===== src/hdl/pstpc_regs.svh =====
// offsets, field positions, reset values and timing counts of the self-test block
// assumes a 5-bit management register address and a 250 MHz core clock
`ifndef PSTPC_REGS_SVH
`define PSTPC_REGS_SVH

// register offset on the management address space
`define PSTPC_CTRL_ADDR      5'h1B
`define PSTPC_CTRL_RST      16'h0000
// field positions
`define PSTPC_ERR_CNT_MSB    15
`define PSTPC_ERR_CNT_LSB    8
`define PSTPC_CONT_BIT       5
`define PSTPC_PAT_EN_BIT     4
`define PSTPC_GAP_SEL_BIT    2
`define PSTPC_SEL_MSB        1
`define PSTPC_SEL_LSB        0
// pattern select codes
`define PSTPC_SEL_DATA_A     2'h0
`define PSTPC_SEL_DATA_B     2'h1
`define PSTPC_SEL_LINK       2'h2
`define PSTPC_SEL_TONE       2'h3
// timing: gap times in microseconds and the core clock rate
`define PSTPC_CLK_MHZ        250
`define PSTPC_GAP_SHORT_US   10
`define PSTPC_GAP_LONG_US    15
`define PSTPC_GAP_SHORT_CYC  (`PSTPC_GAP_SHORT_US * `PSTPC_CLK_MHZ)
`define PSTPC_GAP_LONG_CYC   (`PSTPC_GAP_LONG_US * `PSTPC_CLK_MHZ)
// scrambler seed
`define PSTPC_LFSR_SEED     15'h7FFF

`endif


===== src/hdl/pstpc_pkg.sv =====
// types shared by the self-test and pattern generator files
// assumes nothing of its surroundings
package pstpc_pkg;

  // generator states, one-hot
  typedef enum logic [2:0] {
    GEN_IDLE = 3'h1,  // nothing in progress
    GEN_SEND = 3'h2,  // emitting a sequence
    GEN_GAP  = 3'h4   // idle gap between sequences
  } pstpc_gen_state_t;

  // kind of each word handed to the transmitter
  typedef enum logic [2:0] {
    KIND_DATA  = 3'h0,  // scrambled data nibble
    KIND_END_A = 3'h1,  // end of packet, first form
    KIND_END_B = 3'h2,  // end of packet, second form
    KIND_LINK  = 3'h3,  // one normal link pulse
    KIND_ONES  = 3'h4   // manchester ones, tone
  } pstpc_kind_t;

endpackage


===== src/hdl/pstpc_fifo.sv =====
// synchronous fifo with valid/ready on both sides
// assumes one clock; out_data is valid whenever out_valid is high
`timescale 1ns/100ps
module pstpc_fifo #(
  parameter int WIDTH = 7,   // word width
  parameter int DEPTH = 16   // number of words, power of two
) (
  input  wire logic             clk,        // core clock
  input  wire logic             rst_n,      // async reset, active low
  input  wire logic             in_valid,   // writer offers a word
  output logic                  in_ready,   // room for a word
  input  wire logic [WIDTH-1:0] in_data,    // word written
  output logic                  out_valid,  // a word is held
  input  wire logic             out_ready,  // reader takes the word
  output logic      [WIDTH-1:0] out_data    // oldest word
);
  localparam int AW = $clog2(DEPTH);

  logic [WIDTH-1:0] mem [DEPTH];  // storage
  logic [AW:0]      wr_ptr_r;     // write pointer with wrap bit
  logic [AW:0]      rd_ptr_r;     // read pointer with wrap bit
  logic [AW:0]      wr_ptr_nxt;   // next write pointer
  logic [AW:0]      rd_ptr_nxt;   // next read pointer
  logic             do_wr;        // word accepted
  logic             do_rd;        // word removed

  // full when pointers differ only in the wrap bit
  assign in_ready  = !((wr_ptr_r[AW] != rd_ptr_r[AW]) && (wr_ptr_r[AW-1:0] == rd_ptr_r[AW-1:0]));
  assign out_valid = (wr_ptr_r != rd_ptr_r);
  assign out_data  = mem[rd_ptr_r[AW-1:0]];
  assign do_wr     = in_valid && in_ready;
  assign do_rd     = out_valid && out_ready;

  // pointer advance
  always_comb begin
    wr_ptr_nxt = do_wr ? wr_ptr_r + 1'b1 : wr_ptr_r;
    rd_ptr_nxt = do_rd ? rd_ptr_r + 1'b1 : rd_ptr_r;
  end

  // pointer registers
  always_ff @(posedge clk or negedge rst_n) begin
    if (!rst_n) begin
      wr_ptr_r <= '0;
      rd_ptr_r <= '0;
    end else begin
      wr_ptr_r <= wr_ptr_nxt;
      rd_ptr_r <= rd_ptr_nxt;
    end
  end

  // storage write, no reset needed
  always_ff @(posedge clk) begin
    if (do_wr) begin
      mem[wr_ptr_r[AW-1:0]] <= in_data;
    end
  end
endmodule // pstpc_fifo


===== src/hdl/pstpc_lfsr.sv =====
// pseudo-random nibble source, four shifts per step
// assumes step is a single-cycle request from the same clock
`timescale 1ns/100ps
`include "pstpc_regs.svh"
module pstpc_lfsr #(
  parameter int WIDTH = 15  // shift register length
) (
  input  wire logic       clk,     // core clock
  input  wire logic       rst_n,   // async reset, active low
  input  wire logic       step,    // advance by one nibble
  output logic      [3:0] nibble   // current nibble
);
  logic [WIDTH-1:0] sr_r;    // shift register
  logic [WIDTH-1:0] sr_nxt;  // next shift register

  assign nibble = sr_r[3:0];

  // four shifts of x^15 + x^14 + 1 per step
  always_comb begin
    sr_nxt = sr_r;
    if (step) begin
      for (int i = 0; i < 4; i++) begin
        sr_nxt = {sr_nxt[WIDTH-2:0], sr_nxt[WIDTH-1] ^ sr_nxt[WIDTH-2]};
      end
    end
  end

  // register, seeded nonzero so it never locks up
  always_ff @(posedge clk or negedge rst_n) begin
    if (!rst_n) begin
      sr_r <= WIDTH'(`PSTPC_LFSR_SEED);
    end else begin
      sr_r <= sr_nxt;
    end
  end
endmodule // pstpc_lfsr


===== src/hdl/pstpc_top.sv =====
// self-test error counter, continuous scrambled stream and 10 Mb/s test patterns
// assumes bist_start/bist_active come from the phy control register logic and
// rx nibble flags and tx_ready come from logic on the same clock
`timescale 1ns/100ps
`include "pstpc_regs.svh"
// Overview of operation
// - count errored nibbles during self test, bits 15:8
// - counter clears when self test restarts
// - counter sticks at its maximum
// - continuous bit streams scrambled data gaplessly
// - continuous mode needs self test running too
// - bit 4 enables the 10 Mb/s pattern generator
// - bit 2 picks 15 or 10 us gap
// - select picks data/end form a, b, link pulses
// - select 11 sends endless manchester ones tone
module pstpc_top #(
  parameter int SEQ_LEN    = 16,  // data nibbles per test sequence
  parameter int FIFO_DEPTH = 16   // words buffered toward the transmitter
) (
  input  wire logic        clk,             // core clock, 250 MHz
  input  wire logic        rst_n,           // async reset, active low
  input  wire logic [4:0]  reg_addr,        // management register address
  input  wire logic        reg_wr,          // write strobe, one cycle
  input  wire logic        reg_rd,          // read strobe, one cycle
  input  wire logic [15:0] reg_wdata,       // write data
  output logic      [15:0] reg_rdata,       // read data, one cycle after reg_rd
  input  wire logic        bist_start,      // self test (re)started, pulse
  input  wire logic        bist_active,     // self test running, level
  input  wire logic        rx_nibble_valid, // received nibble checked
  input  wire logic        rx_nibble_error, // that nibble was in error
  output logic             tx_valid,        // word offered to transmitter
  input  wire logic        tx_ready,        // transmitter takes the word
  output logic      [2:0]  tx_kind,         // word kind
  output logic      [3:0]  tx_nibble,       // word data
  output logic             cont_prbs_active // continuous stream running
);
  localparam int GW = 12;  // gap counter width
  localparam int SW = $clog2(SEQ_LEN + 1);
  localparam logic [GW-1:0] GAP_SHORT = GW'(`PSTPC_GAP_SHORT_CYC - 1);
  localparam logic [GW-1:0] GAP_LONG  = GW'(`PSTPC_GAP_LONG_CYC - 1);

  // control fields
  logic        cont_r, cont_nxt;          // continuous mode bit
  logic        pat_en_r, pat_en_nxt;      // pattern generator enable
  logic        gap_sel_r, gap_sel_nxt;    // long gap select
  logic [1:0]  sel_r, sel_nxt;            // pattern select
  logic [7:0]  err_cnt_r, err_cnt_nxt;    // errored nibble counter
  logic [15:0] rdata_r, rdata_nxt;        // read data
  logic        ctrl_hit;                  // address matches the register

  // generator state
  pstpc_pkg::pstpc_gen_state_t gen_state_r, gen_state_nxt;
  logic [SW-1:0] seq_cnt_r, seq_cnt_nxt;  // nibbles sent in sequence
  logic [GW-1:0] gap_cnt_r, gap_cnt_nxt;  // gap cycles left
  logic          push;                    // word into fifo
  pstpc_pkg::pstpc_kind_t push_kind;      // kind of that word
  logic          cont_run;                // continuous stream allowed
  logic          cont_nxt_out;            // next value of status output

  // fifo and output stage
  logic       fifo_in_ready;   // fifo has room
  logic       fifo_out_valid;  // fifo holds a word
  logic       fifo_pop;        // move word to output stage
  logic [6:0] fifo_out_data;   // oldest word
  logic [3:0] prbs_nibble;     // scrambled nibble
  logic       out_valid_r, out_valid_nxt;  // output stage full
  logic [6:0] out_word_r, out_word_nxt;    // output stage word

  assign ctrl_hit = (reg_addr == `PSTPC_CTRL_ADDR);

  // register file and error counter next values
  always_comb begin
    cont_nxt    = cont_r;
    pat_en_nxt  = pat_en_r;
    gap_sel_nxt = gap_sel_r;
    sel_nxt     = sel_r;
    err_cnt_nxt = err_cnt_r;
    rdata_nxt   = rdata_r;
    if (reg_wr && ctrl_hit) begin  // only writable bits are stored
      cont_nxt    = reg_wdata[`PSTPC_CONT_BIT];
      pat_en_nxt  = reg_wdata[`PSTPC_PAT_EN_BIT];
      gap_sel_nxt = reg_wdata[`PSTPC_GAP_SEL_BIT];
      sel_nxt     = reg_wdata[`PSTPC_SEL_MSB:`PSTPC_SEL_LSB];
    end
    if (bist_start) begin  // restart clears the count
      err_cnt_nxt = 8'h00;
    end else if (bist_active && rx_nibble_valid && rx_nibble_error
                 && (err_cnt_r != 8'hFF)) begin  // count, stick at max
      err_cnt_nxt = err_cnt_r + 8'h01;
    end
    if (reg_rd) begin  // reserved bits and other addresses read zero
      rdata_nxt = 16'h0000;
      if (ctrl_hit) begin
        rdata_nxt[`PSTPC_ERR_CNT_MSB:`PSTPC_ERR_CNT_LSB] = err_cnt_r;
        rdata_nxt[`PSTPC_CONT_BIT]    = cont_r;
        rdata_nxt[`PSTPC_PAT_EN_BIT]  = pat_en_r;
        rdata_nxt[`PSTPC_GAP_SEL_BIT] = gap_sel_r;
        rdata_nxt[`PSTPC_SEL_MSB:`PSTPC_SEL_LSB] = sel_r;
      end
    end
  end

  // register file and error counter registers
  always_ff @(posedge clk or negedge rst_n) begin
    if (!rst_n) begin
      cont_r    <= 1'((`PSTPC_CTRL_RST >> `PSTPC_CONT_BIT) & 16'h0001);
      pat_en_r  <= 1'((`PSTPC_CTRL_RST >> `PSTPC_PAT_EN_BIT) & 16'h0001);
      gap_sel_r <= 1'((`PSTPC_CTRL_RST >> `PSTPC_GAP_SEL_BIT) & 16'h0001);
      sel_r     <= 2'(`PSTPC_CTRL_RST & 16'h0003);
      err_cnt_r <= 8'h00;
      rdata_r   <= 16'h0000;
    end else begin
      cont_r    <= cont_nxt;
      pat_en_r  <= pat_en_nxt;
      gap_sel_r <= gap_sel_nxt;
      sel_r     <= sel_nxt;
      err_cnt_r <= err_cnt_nxt;
      rdata_r   <= rdata_nxt;
    end
  end

  // continuous stream only while self test runs and pattern generator is off
  assign cont_run     = cont_r && bist_active && !pat_en_r;
  assign cont_nxt_out = cont_run;

  // generator next state and fifo push
  always_comb begin
    gen_state_nxt = gen_state_r;
    seq_cnt_nxt   = seq_cnt_r;
    gap_cnt_nxt   = gap_cnt_r;
    push          = 1'b0;
    push_kind     = pstpc_pkg::KIND_DATA;
    if (!pat_en_r) begin  // generator disabled
      gen_state_nxt = pstpc_pkg::GEN_IDLE;
      seq_cnt_nxt   = '0;
      if (cont_run && fifo_in_ready) begin  // gapless scrambled data
        push = 1'b1;
      end
    end else begin
      unique case (gen_state_r)
        pstpc_pkg::GEN_IDLE: begin
          seq_cnt_nxt   = '0;
          gen_state_nxt = pstpc_pkg::GEN_SEND;
        end
        pstpc_pkg::GEN_SEND: begin
          if (fifo_in_ready) begin
            push = 1'b1;
            if (sel_r == `PSTPC_SEL_TONE) begin  // endless ones, no gap
              push_kind = pstpc_pkg::KIND_ONES;
            end else if (sel_r == `PSTPC_SEL_LINK) begin  // one pulse
              push_kind     = pstpc_pkg::KIND_LINK;
              gen_state_nxt = pstpc_pkg::GEN_GAP;
            end else if (seq_cnt_r != SW'(SEQ_LEN)) begin  // data nibbles
              push_kind   = pstpc_pkg::KIND_DATA;
              seq_cnt_nxt = seq_cnt_r + 1'b1;
            end else begin  // closing end-of-packet form
              push_kind = (sel_r == `PSTPC_SEL_DATA_B) ? pstpc_pkg::KIND_END_B
                                                       : pstpc_pkg::KIND_END_A;
              gen_state_nxt = pstpc_pkg::GEN_GAP;
            end
            if (gen_state_nxt == pstpc_pkg::GEN_GAP) begin  // load gap length
              gap_cnt_nxt = gap_sel_r ? GAP_LONG : GAP_SHORT;
            end
          end
        end
        pstpc_pkg::GEN_GAP: begin
          if (gap_cnt_r == '0) begin
            gen_state_nxt = pstpc_pkg::GEN_IDLE;
          end else begin
            gap_cnt_nxt = gap_cnt_r - 1'b1;
          end
        end
        default: begin  // illegal code recovers to idle
          gen_state_nxt = pstpc_pkg::GEN_IDLE;
        end
      endcase
    end
  end

  // generator registers
  always_ff @(posedge clk or negedge rst_n) begin
    if (!rst_n) begin
      gen_state_r      <= pstpc_pkg::GEN_IDLE;
      seq_cnt_r        <= '0;
      gap_cnt_r        <= '0;
      cont_prbs_active <= 1'b0;
    end else begin
      gen_state_r      <= gen_state_nxt;
      seq_cnt_r        <= seq_cnt_nxt;
      gap_cnt_r        <= gap_cnt_nxt;
      cont_prbs_active <= cont_nxt_out;
    end
  end

  // scrambler advances on each data word pushed
  pstpc_lfsr #(.WIDTH(15)) u_lfsr (
    .clk    (clk),
    .rst_n  (rst_n),
    .step   (push && (push_kind == pstpc_pkg::KIND_DATA)),
    .nibble (prbs_nibble)
  );

  // buffer toward the transmitter; a stalled transmitter stalls the generator
  pstpc_fifo #(.WIDTH(7), .DEPTH(FIFO_DEPTH)) u_fifo (
    .clk       (clk),
    .rst_n     (rst_n),
    .in_valid  (push),
    .in_ready  (fifo_in_ready),
    .in_data   ({push_kind, (push_kind == pstpc_pkg::KIND_DATA) ? prbs_nibble : 4'hF}),
    .out_valid (fifo_out_valid),
    .out_ready (fifo_pop),
    .out_data  (fifo_out_data)
  );

  // output stage refills when empty or being taken
  assign fifo_pop = fifo_out_valid && (!out_valid_r || tx_ready);

  always_comb begin
    out_valid_nxt = out_valid_r;
    out_word_nxt  = out_word_r;
    if (fifo_pop) begin
      out_valid_nxt = 1'b1;
      out_word_nxt  = fifo_out_data;
    end else if (tx_ready) begin
      out_valid_nxt = 1'b0;
    end
  end

  // output stage registers
  always_ff @(posedge clk or negedge rst_n) begin
    if (!rst_n) begin
      out_valid_r <= 1'b0;
      out_word_r  <= 7'h00;
    end else begin
      out_valid_r <= out_valid_nxt;
      out_word_r  <= out_word_nxt;
    end
  end

  assign tx_valid  = out_valid_r;
  assign tx_kind   = out_word_r[6:4];
  assign tx_nibble = out_word_r[3:0];
  assign reg_rdata = rdata_r;
endmodule // pstpc_top


===== config.mk =====
export PLATFORM = sky130hd
export DESIGN_NAME = pstpc_top
export DESIGN_NICKNAME = d
export VERILOG_FILES = /design/src/hdl/pstpc_pkg.sv /design/src/hdl/pstpc_fifo.sv /design/src/hdl/pstpc_lfsr.sv /design/src/hdl/pstpc_top.sv
export VERILOG_INCLUDE_DIRS = /design/src /design/src/hdl
export SDC_FILE = /design/constraint.sdc
export NUM_CORES = 1
export LEC_CHECK = 0
export BUFFER_PORTS_ARGS = -buffer_cell sky130_fd_sc_hd__buf_4
export CORE_MARGIN = 4
export CORE_UTILIZATION = 25
export CTS_BUF_LIST = sky130_fd_sc_hd__clkbuf_4 sky130_fd_sc_hd__clkbuf_8
export CTS_CLUSTER_DIAMETER = 150
export CTS_CLUSTER_SIZE = 40
export DETAILED_ROUTE_END_ITERATION = 12
export MAX_ROUTING_LAYER = met4
export PLACE_DENSITY = 0.5
export SKIP_CTS_REPAIR_TIMING = 1
export SYNTH_ARGS = -nofsm -noshare
export SYNTH_HDL_FRONTEND = slang
export SYNTH_SLANG_ARGS = --single-unit

===== constraint.sdc =====
create_clock -name clk -period 7 [get_ports clk]
set_clock_uncertainty 0.2 [all_clocks]
set_input_delay 0.7 -clock clk [delete_from_list [all_inputs] [get_ports clk]]
set_output_delay 0.7 -clock clk [all_outputs]
set_load 0.03 [all_outputs]

After elaboration in Yosys (flattened, before gate mapping)

Memories as Yosys holds them, arrays and structs flattened. A register that Yosys moved wholly into a read port is not among the register bits.
Index checks and enable logic that the tools add are counted.

RAM bits: 112
Input bits: 30
Output and inout bits: 25
Logic and storage cells: 113
Register bits after elaboration: 73
Memories kept: 1

Add/sub/neg operators: 5
Reduce and logical (&&, ||, !) cells: 25
Bitwise gates (word level): 4
Mux-type cells: 42
Eq/ne operators: 22

Memories:

| name       | depth | bits a word | read ports | clocked after memory_dff | wr ports | line             | source |
|---|---|---|---|---|---|---|---|
| u_fifo.mem | 16    | 7           | 1          | 1                        | 1        | pstpc_fifo.sv:19 | `logic [WIDTH-1:0] mem [DEPTH];` |

Operator list:

| kind                                               | number |
|---|---|
| 2-to-1 mux 3 bit                                   | 14 |
| 2-to-1 mux 12 bit                                  | 3 |
| 2-to-1 mux 5 bit                                   | 5 |
| 2-to-1 mux 8 bit                                   | 3 |
| case mux 12 bit (2 select lines)                   | 1 |
| adder 5 x 1 -> 5 bit, second input constant        | 3 |
| inequality test 3 bit, second input constant       | 5 |
| logical AND 1 bit                                  | 12 |
| zero test 12 bit                                   | 1 |
| subtractor 12 x 1 -> 12 bit, second input constant | 1 |
| 2-to-1 mux 11 bit                                  | 1 |
| case mux 5 bit (2 select lines)                    | 1 |
| AND reduction 5 bit                                | 2 |
| case mux 3 bit (3 select lines)                    | 1 |
| adder 8 x 1 -> 8 bit, second input constant        | 1 |
| 2-to-1 mux 1 bit                                   | 8 |
| 2-to-1 mux 2 bit                                   | 4 |
| inequality test 8 bit, second input constant       | 1 |
| equality test 3 bit, second input constant         | 2 |
| inequality test 2 bit, second input constant       | 3 |
| nonzero test 2 bit                                 | 3 |
| equality test 5 bit, second input constant         | 1 |
| inequality test 5 bit                              | 1 |
| inequality test 5 bit, second input constant       | 1 |
| other kinds (13)                                   | 20 |

Longest topological paths before layout

Depth after elaboration: 11
Depth in mapped cells: 10
Depth with buffers taken out: 9

Cells and area by module

Synthesis repeated with hierarchy kept, for this count alone.

Cells, all modules: 589
Area total of the unflattened synthesis: 8521.9 µm²

By module, submodules not included:

| module     | times used | area each (µm²) | sequential area each (µm²) | cells each |
|---|---|---|---|---|
| pstpc_fifo | 1          | 5103.6          | 3613.5                     | 283 |
| pstpc_top  | 1          | 2766.4          | 1377.6                     | 262 |
| pstpc_lfsr | 1          | 651.9           | 394.1                      | 44 |

Worst setup path after synthesis

No wires, ideal clock.

Kind: input to register
Start: in bist_active
End: mem u_fifo.mem[2][0], enable pin
Required time: 6.420 ns
Library setup time: 0.380 ns
Path buffers: 1
Setup slack: 4.506 ns
Arrival time: 1.914 ns
Stages on the path: 6
Cells stage by stage: nand2_1 > nor2_1 > o21a_1 > buf_2 > nand2_1 > nor3_1

Word-level cells in the longest chain between the ends: 8

Ends and longest elaborated chain:

| what                                   | line             | source |
|---|---|---|
| start: declaration                     | pstpc_top.sv:28  | `input wire logic bist_active,` |
| logical AND 1 bit (2 in a row)         | pstpc_top.sv:123 | `assign cont_run = cont_r && bist_active && !pat_en_r;` |
| net cont_nxt_out                       | pstpc_top.sv:58  | `logic cont_nxt_out;` |
| logical AND 1 bit                      | pstpc_top.sv:136 | `if (cont_run && fifo_in_ready) begin` |
| 2-to-1 mux 1 bit                       | pstpc_top.sv:136 |  |
| 2-to-1 mux 1 bit                       | pstpc_top.sv:133 | `if (!pat_en_r) begin` |
| logical AND 1 bit                      | pstpc_fifo.sv:31 | `assign do_wr = in_valid && in_ready;` |
| 2-to-1 mux 1 bit                       | pstpc_fifo.sv:53 | `if (do_wr) begin` |
| 2-to-1 mux 1 bit (implied by the code) | pstpc_fifo.sv:54 | `mem[wr_ptr_r[AW-1:0]] <= in_data;` |
| end: declaration                       | pstpc_fifo.sv:19 |  |

The timed path passes the listed nets, and every way through them passes these cells.

Worst setup path after layout

Start: reg u_fifo.rd_ptr_r[0]
End: mem u_fifo.mem[2][0], enable pin

Word-level cells in the longest chain between the ends: 9
Elaborated cells between the ends (all ways): 11
Those cells by class: eq/ne (1); mux (6); reduce/logical (4)

Ends and longest elaborated chain:

| what                                       | line             | source |
|---|---|---|
| start: declaration                         | pstpc_fifo.sv:21 | `logic [AW:0] rd_ptr_r;` |
| start signal: assignment                   | pstpc_fifo.sv:47 | `rd_ptr_r <= rd_ptr_nxt;` |
| equality test 4 bit (*)                    | pstpc_fifo.sv:28 | `assign in_ready = !((wr_ptr_r[AW] != rd_ptr_r[AW]) && (wr_ptr_r[AW-1:0] == rd_ptr_r[AW-1:0]));` |
| logical AND 1 bit (*)                      | pstpc_fifo.sv:28 |  |
| zero test 1 bit                            | pstpc_fifo.sv:28 |  |
| logical AND 1 bit                          | pstpc_top.sv:136 |  |
| 2-to-1 mux 1 bit                           | pstpc_top.sv:136 |  |
| 2-to-1 mux 1 bit                           | pstpc_top.sv:133 |  |
| logical AND 1 bit (*)                      | pstpc_fifo.sv:31 |  |
| 2-to-1 mux 1 bit (*)                       | pstpc_fifo.sv:53 |  |
| 2-to-1 mux 1 bit (implied by the code) (*) | pstpc_fifo.sv:54 |  |

Every way passes the cells marked *; elsewhere a longest branch is shown, timed or not.

==> results.json <==
{
  "synth_mux_area_share_pct": 11.8,
  "grt_max_degree": 55,
  "required_ns": 6.90,
  "seqPwrFrac_pct": 47.4,
  "max_freq_mhz": 283,
  "post-route-min-period_ns": 3.53,
  "place_congestion": 0.752,
  "setup_slack_ns": 3.47,
  "initial_core_util_pct": 25.4,
  "clock_sinks": 192,
  "tns_ns": 0,
  "leakage_nw": 3.39,
  "p_sw_share_pct": 33.5,
  "relSlewSlack_pct": 22.0,
  "synth-edff-count": 112,
  "core_area_um2": 32600,
  "ant_nets": 0,
  "multi_input_area_um2": 2660,
  "grt_pass1_vias": 4589,
  "hold_class": "primary input to register",
  "synthCells": 577,
  "path_max_fanout": 32,
  "p_sw_w": 0.000990,
  "synth-xor-area-share_pct": 2.54,
  "fp.dieW_um": 190,
  "clock_latency_ns": 0.47,
  "async_flop_share_pct": 41.7,
  "grt_pass1_wl_um": 26200,
  "seq_area_um2": 5390,
  "path_class": "register to register",
  "synth-main-ff-cell": "edfxtp_1",
  "drc": 0,
  "pin_count": 55,
  "layout-drive-gt1-share_pct": 25.9,
  "start_kind": "register",
  "syn_area_um2": 8280,
  "final_max_slew_viol_count": 0,
  "ir_drop_mv": 0.164,
  "hold_violations": 0,
  "wl_per_cell_um": 15.4,
  "path_clk_slew_ns": 0.11,
  "port_buffers": 40,
  "yosys.area.top_type": "edfxtp_1",
  "yosys-top-cells-area": "edfxtp_1 41%, dfrtp_1 19%, mux4_2 7.6%",
  "dp_hpwl_um": 10800,
  "synth.yosys.seq_area_share_pct": 65.0,
  "yosysMostFrequentCell": "edfxtp_1",
  "synth_compound_area_share_pct": 6.90,
  "arrival_ns": 3.43,
  "fp.dieH_um": 190,
  "p_comb_share_pct": 26.6,
  "synth_top_family_by_area": "multiplexers",
  "num_vias": 4516,
  "numCtsBuffers": 17,
  "yosys_warnings": 0,
  "ys_ff_latch": 192,
  "cts-root-buf": "clkbuf_8",
  "fp-row-count": 66,
  "drv_cap": 0,
  "p_per_area_nw_per_um2": 311,
  "clockPowerShare_pct": 26.0,
  "syn_area_per_cell_um2": 14.4,
  "cts_tree": "yes",
  "grt_overflow": 0,
  "finalWirelength_um": 16600,
  "grt_usage_pct": 9.70,
  "htree_levels": 4,
  "grt_antenna_before_repair": 0,
  "insertedDiodeCount": 0,
  "clock_path_buffers": 2,
  "die_area_um2": 36100,
  "drt-pass1-iter-count": 5,
  "yosys.area_share.simple_pct": 9.17,
  "internal-power_w": 0.00196,
  "synth.top_cell.area_share_pct": 40.6,
  "fill_cells": 3321,
  "end_kind": "register",
  "period_share_pct": 50.4,
  "synth_fa_ha_area_share_pct": 1.51,
  "yosys-top-cells-count": "112 x edfxtp_1, 64 x dfrtp_1, 49 x nand2_1",
  "worst_slew_pin_slew_ns": 1.17,
  "outcome": "completed",
  "final_nets": 661,
  "rsz0062_at_grt": "no",
  "viasPerCell": 4.20,
  "yosysUniqueCellTypes": 54,
  "drt_iter0_drc": 310,
  "area_growth_pct": 14.5,
  "setup_viol": 0,
  "dp_slack_ns": 3.40
}
[layout make-up]
class | instances | area share [%]
clock buffers | 17 | 2.47
clock inverters | 15 | 2.01
inverters | 28 | 1.13
multi-input cells | 335 | 28.0
flip-flops and latches | 192 | 56.8
well taps | 442 | 5.83
repair buffers | 47 | 3.75
[power by group through the flow]
| stage | registers (W) | logic [W] | clock network, W |
|---|---|---|---|
| 3_5_place_dp | 0.00142 | 0.000801 | 0 |
| 5_1_grt | 0.00142 | 0.000868 | 0.000852 |
| 3_3_place_gp | 0.00142 | 0.000798 | 0 |
| 4_1_cts | 0.00140 | 0.000803 | 0.000802 |
| 6_report | 0.00140 | 0.000784 | 0.000769 |
| 2_1_floorplan | 0.00142 | 0.000594 | 0 |
[layer usage]
metal	global-route usage, %	share of wire [%]	vias to the layer above	routed length [µm]
met3	2.77	3.9	4	649
met4	2.09	0.40	0	66
li1	-	-	2209	-
met2	14.2	45	74	7550
met1	13.5	50	2229	8330
met5	-	0	-	0
[state kept, by name, indices dropped and copies added, names as in the netlist]
register          count
reg_rdata            13
out_word_r            7
pat_en_r              1
err_cnt_r             8
seq_cnt_r             5
u_fifo.wr_ptr_r       5
gap_cnt_r            12
u_fifo.mem          112
u_lfsr.sr_r          15
gap_sel_r             1
sel_r                 2
u_fifo.rd_ptr_r       5
cont_r                1
gen_state_r           3
cont_prbs_active      1
tx_valid              1
[final timing paths]
| check | startpoint | to | slack, ns | depth (start not counted) |
|---|---|---|---|---|
| max | u_fifo.rd_ptr_r[0]$_DFFE_PN0P_ | u_fifo.mem[2][0]$_DFFE_PP_ | 3.47 | 7 |
| min | tx_ready | tx_valid$_DFFE_PN0P_ | 0.22 | 2 |
| min in group asynchronous | rst_n | gap_cnt_r[5]$_DFFE_PN0P_ | 0.49 | 2 |
| min reg2reg | u_lfsr.sr_r[1]$_DFFE_PN1P_ | u_lfsr.sr_r[1]$_DFFE_PN1P_ | 0.29 | 2 |
| max reg2reg | u_fifo.rd_ptr_r[0]$_DFFE_PN0P_ | u_fifo.mem[2][0]$_DFFE_PP_ | 3.47 | 7 |
| max in group asynchronous | rst_n | reg_rdata[11]$_DFFE_PN0P_ | 5.09 | 3 |
[cells in the final DEF (no fill, tap or decap), types with 5 or more instances in the layout]
cell type	synthesis	routed
nor3_1	11	11
xor2_1	8	8
ha_1	10	10
clkbuf_8	0	17
xnor2_1	16	16
edfxtp_1	112	112
or2_2	5	5
o21ai_0	28	28
mux2_2	22	22
a211oi_1	8	8
mux4_2	28	28
mux2i_1	8	8
nand2_1	49	49
dfrtp_1	64	63
nand3_1	8	8
nor2_1	32	32
dfstp_2	16	16
nand2b_1	7	7
nand4_1	7	7
buf_4	5	46
a21oi_1	19	19
nor2b_1	12	12
inv_1	27	27
[metrics by stage]
step / instances / total power [W] / instance area, µm² / hold WS [ns] / util, %
floorplan: 579 / 0.00202 / 8290 / 0.204 / -
global placement: 1043 / 0.00222 / 9050 / 0.273 / 27.7
detailed placement: 1043 / 0.00222 / 9050 / 0.278 / 27.7
CTS: 1075 / 0.00300 / 9480 / -0.0581 / 29.0
global route: 1076 / 0.00314 / 9490 / 0.187 / 29.1
finish: 1076 / 0.00295 / 9490 / 0.220 / 29.1
[logic make-up after synthesis]
logic type	after synthesis
AOI/OAI and AO/OA	87
DFF	192
muxes	60
buffers and inverters	52
xor gates and xnor gates	24
adders and majority gates	10
and+or+nand+nor	151
other	1
[worst max-delay path, cell delays in order (launching register included)]
cell and delay, ns:
dfrtp_2 0.35, buf_4 0.51, xor2_1 0.29, nor4_4 0.11, nand2_2 0.19, o21a_1 0.37, nand2_1 0.20, nor3_1 0.91
(Power assumes the default switching activity.)
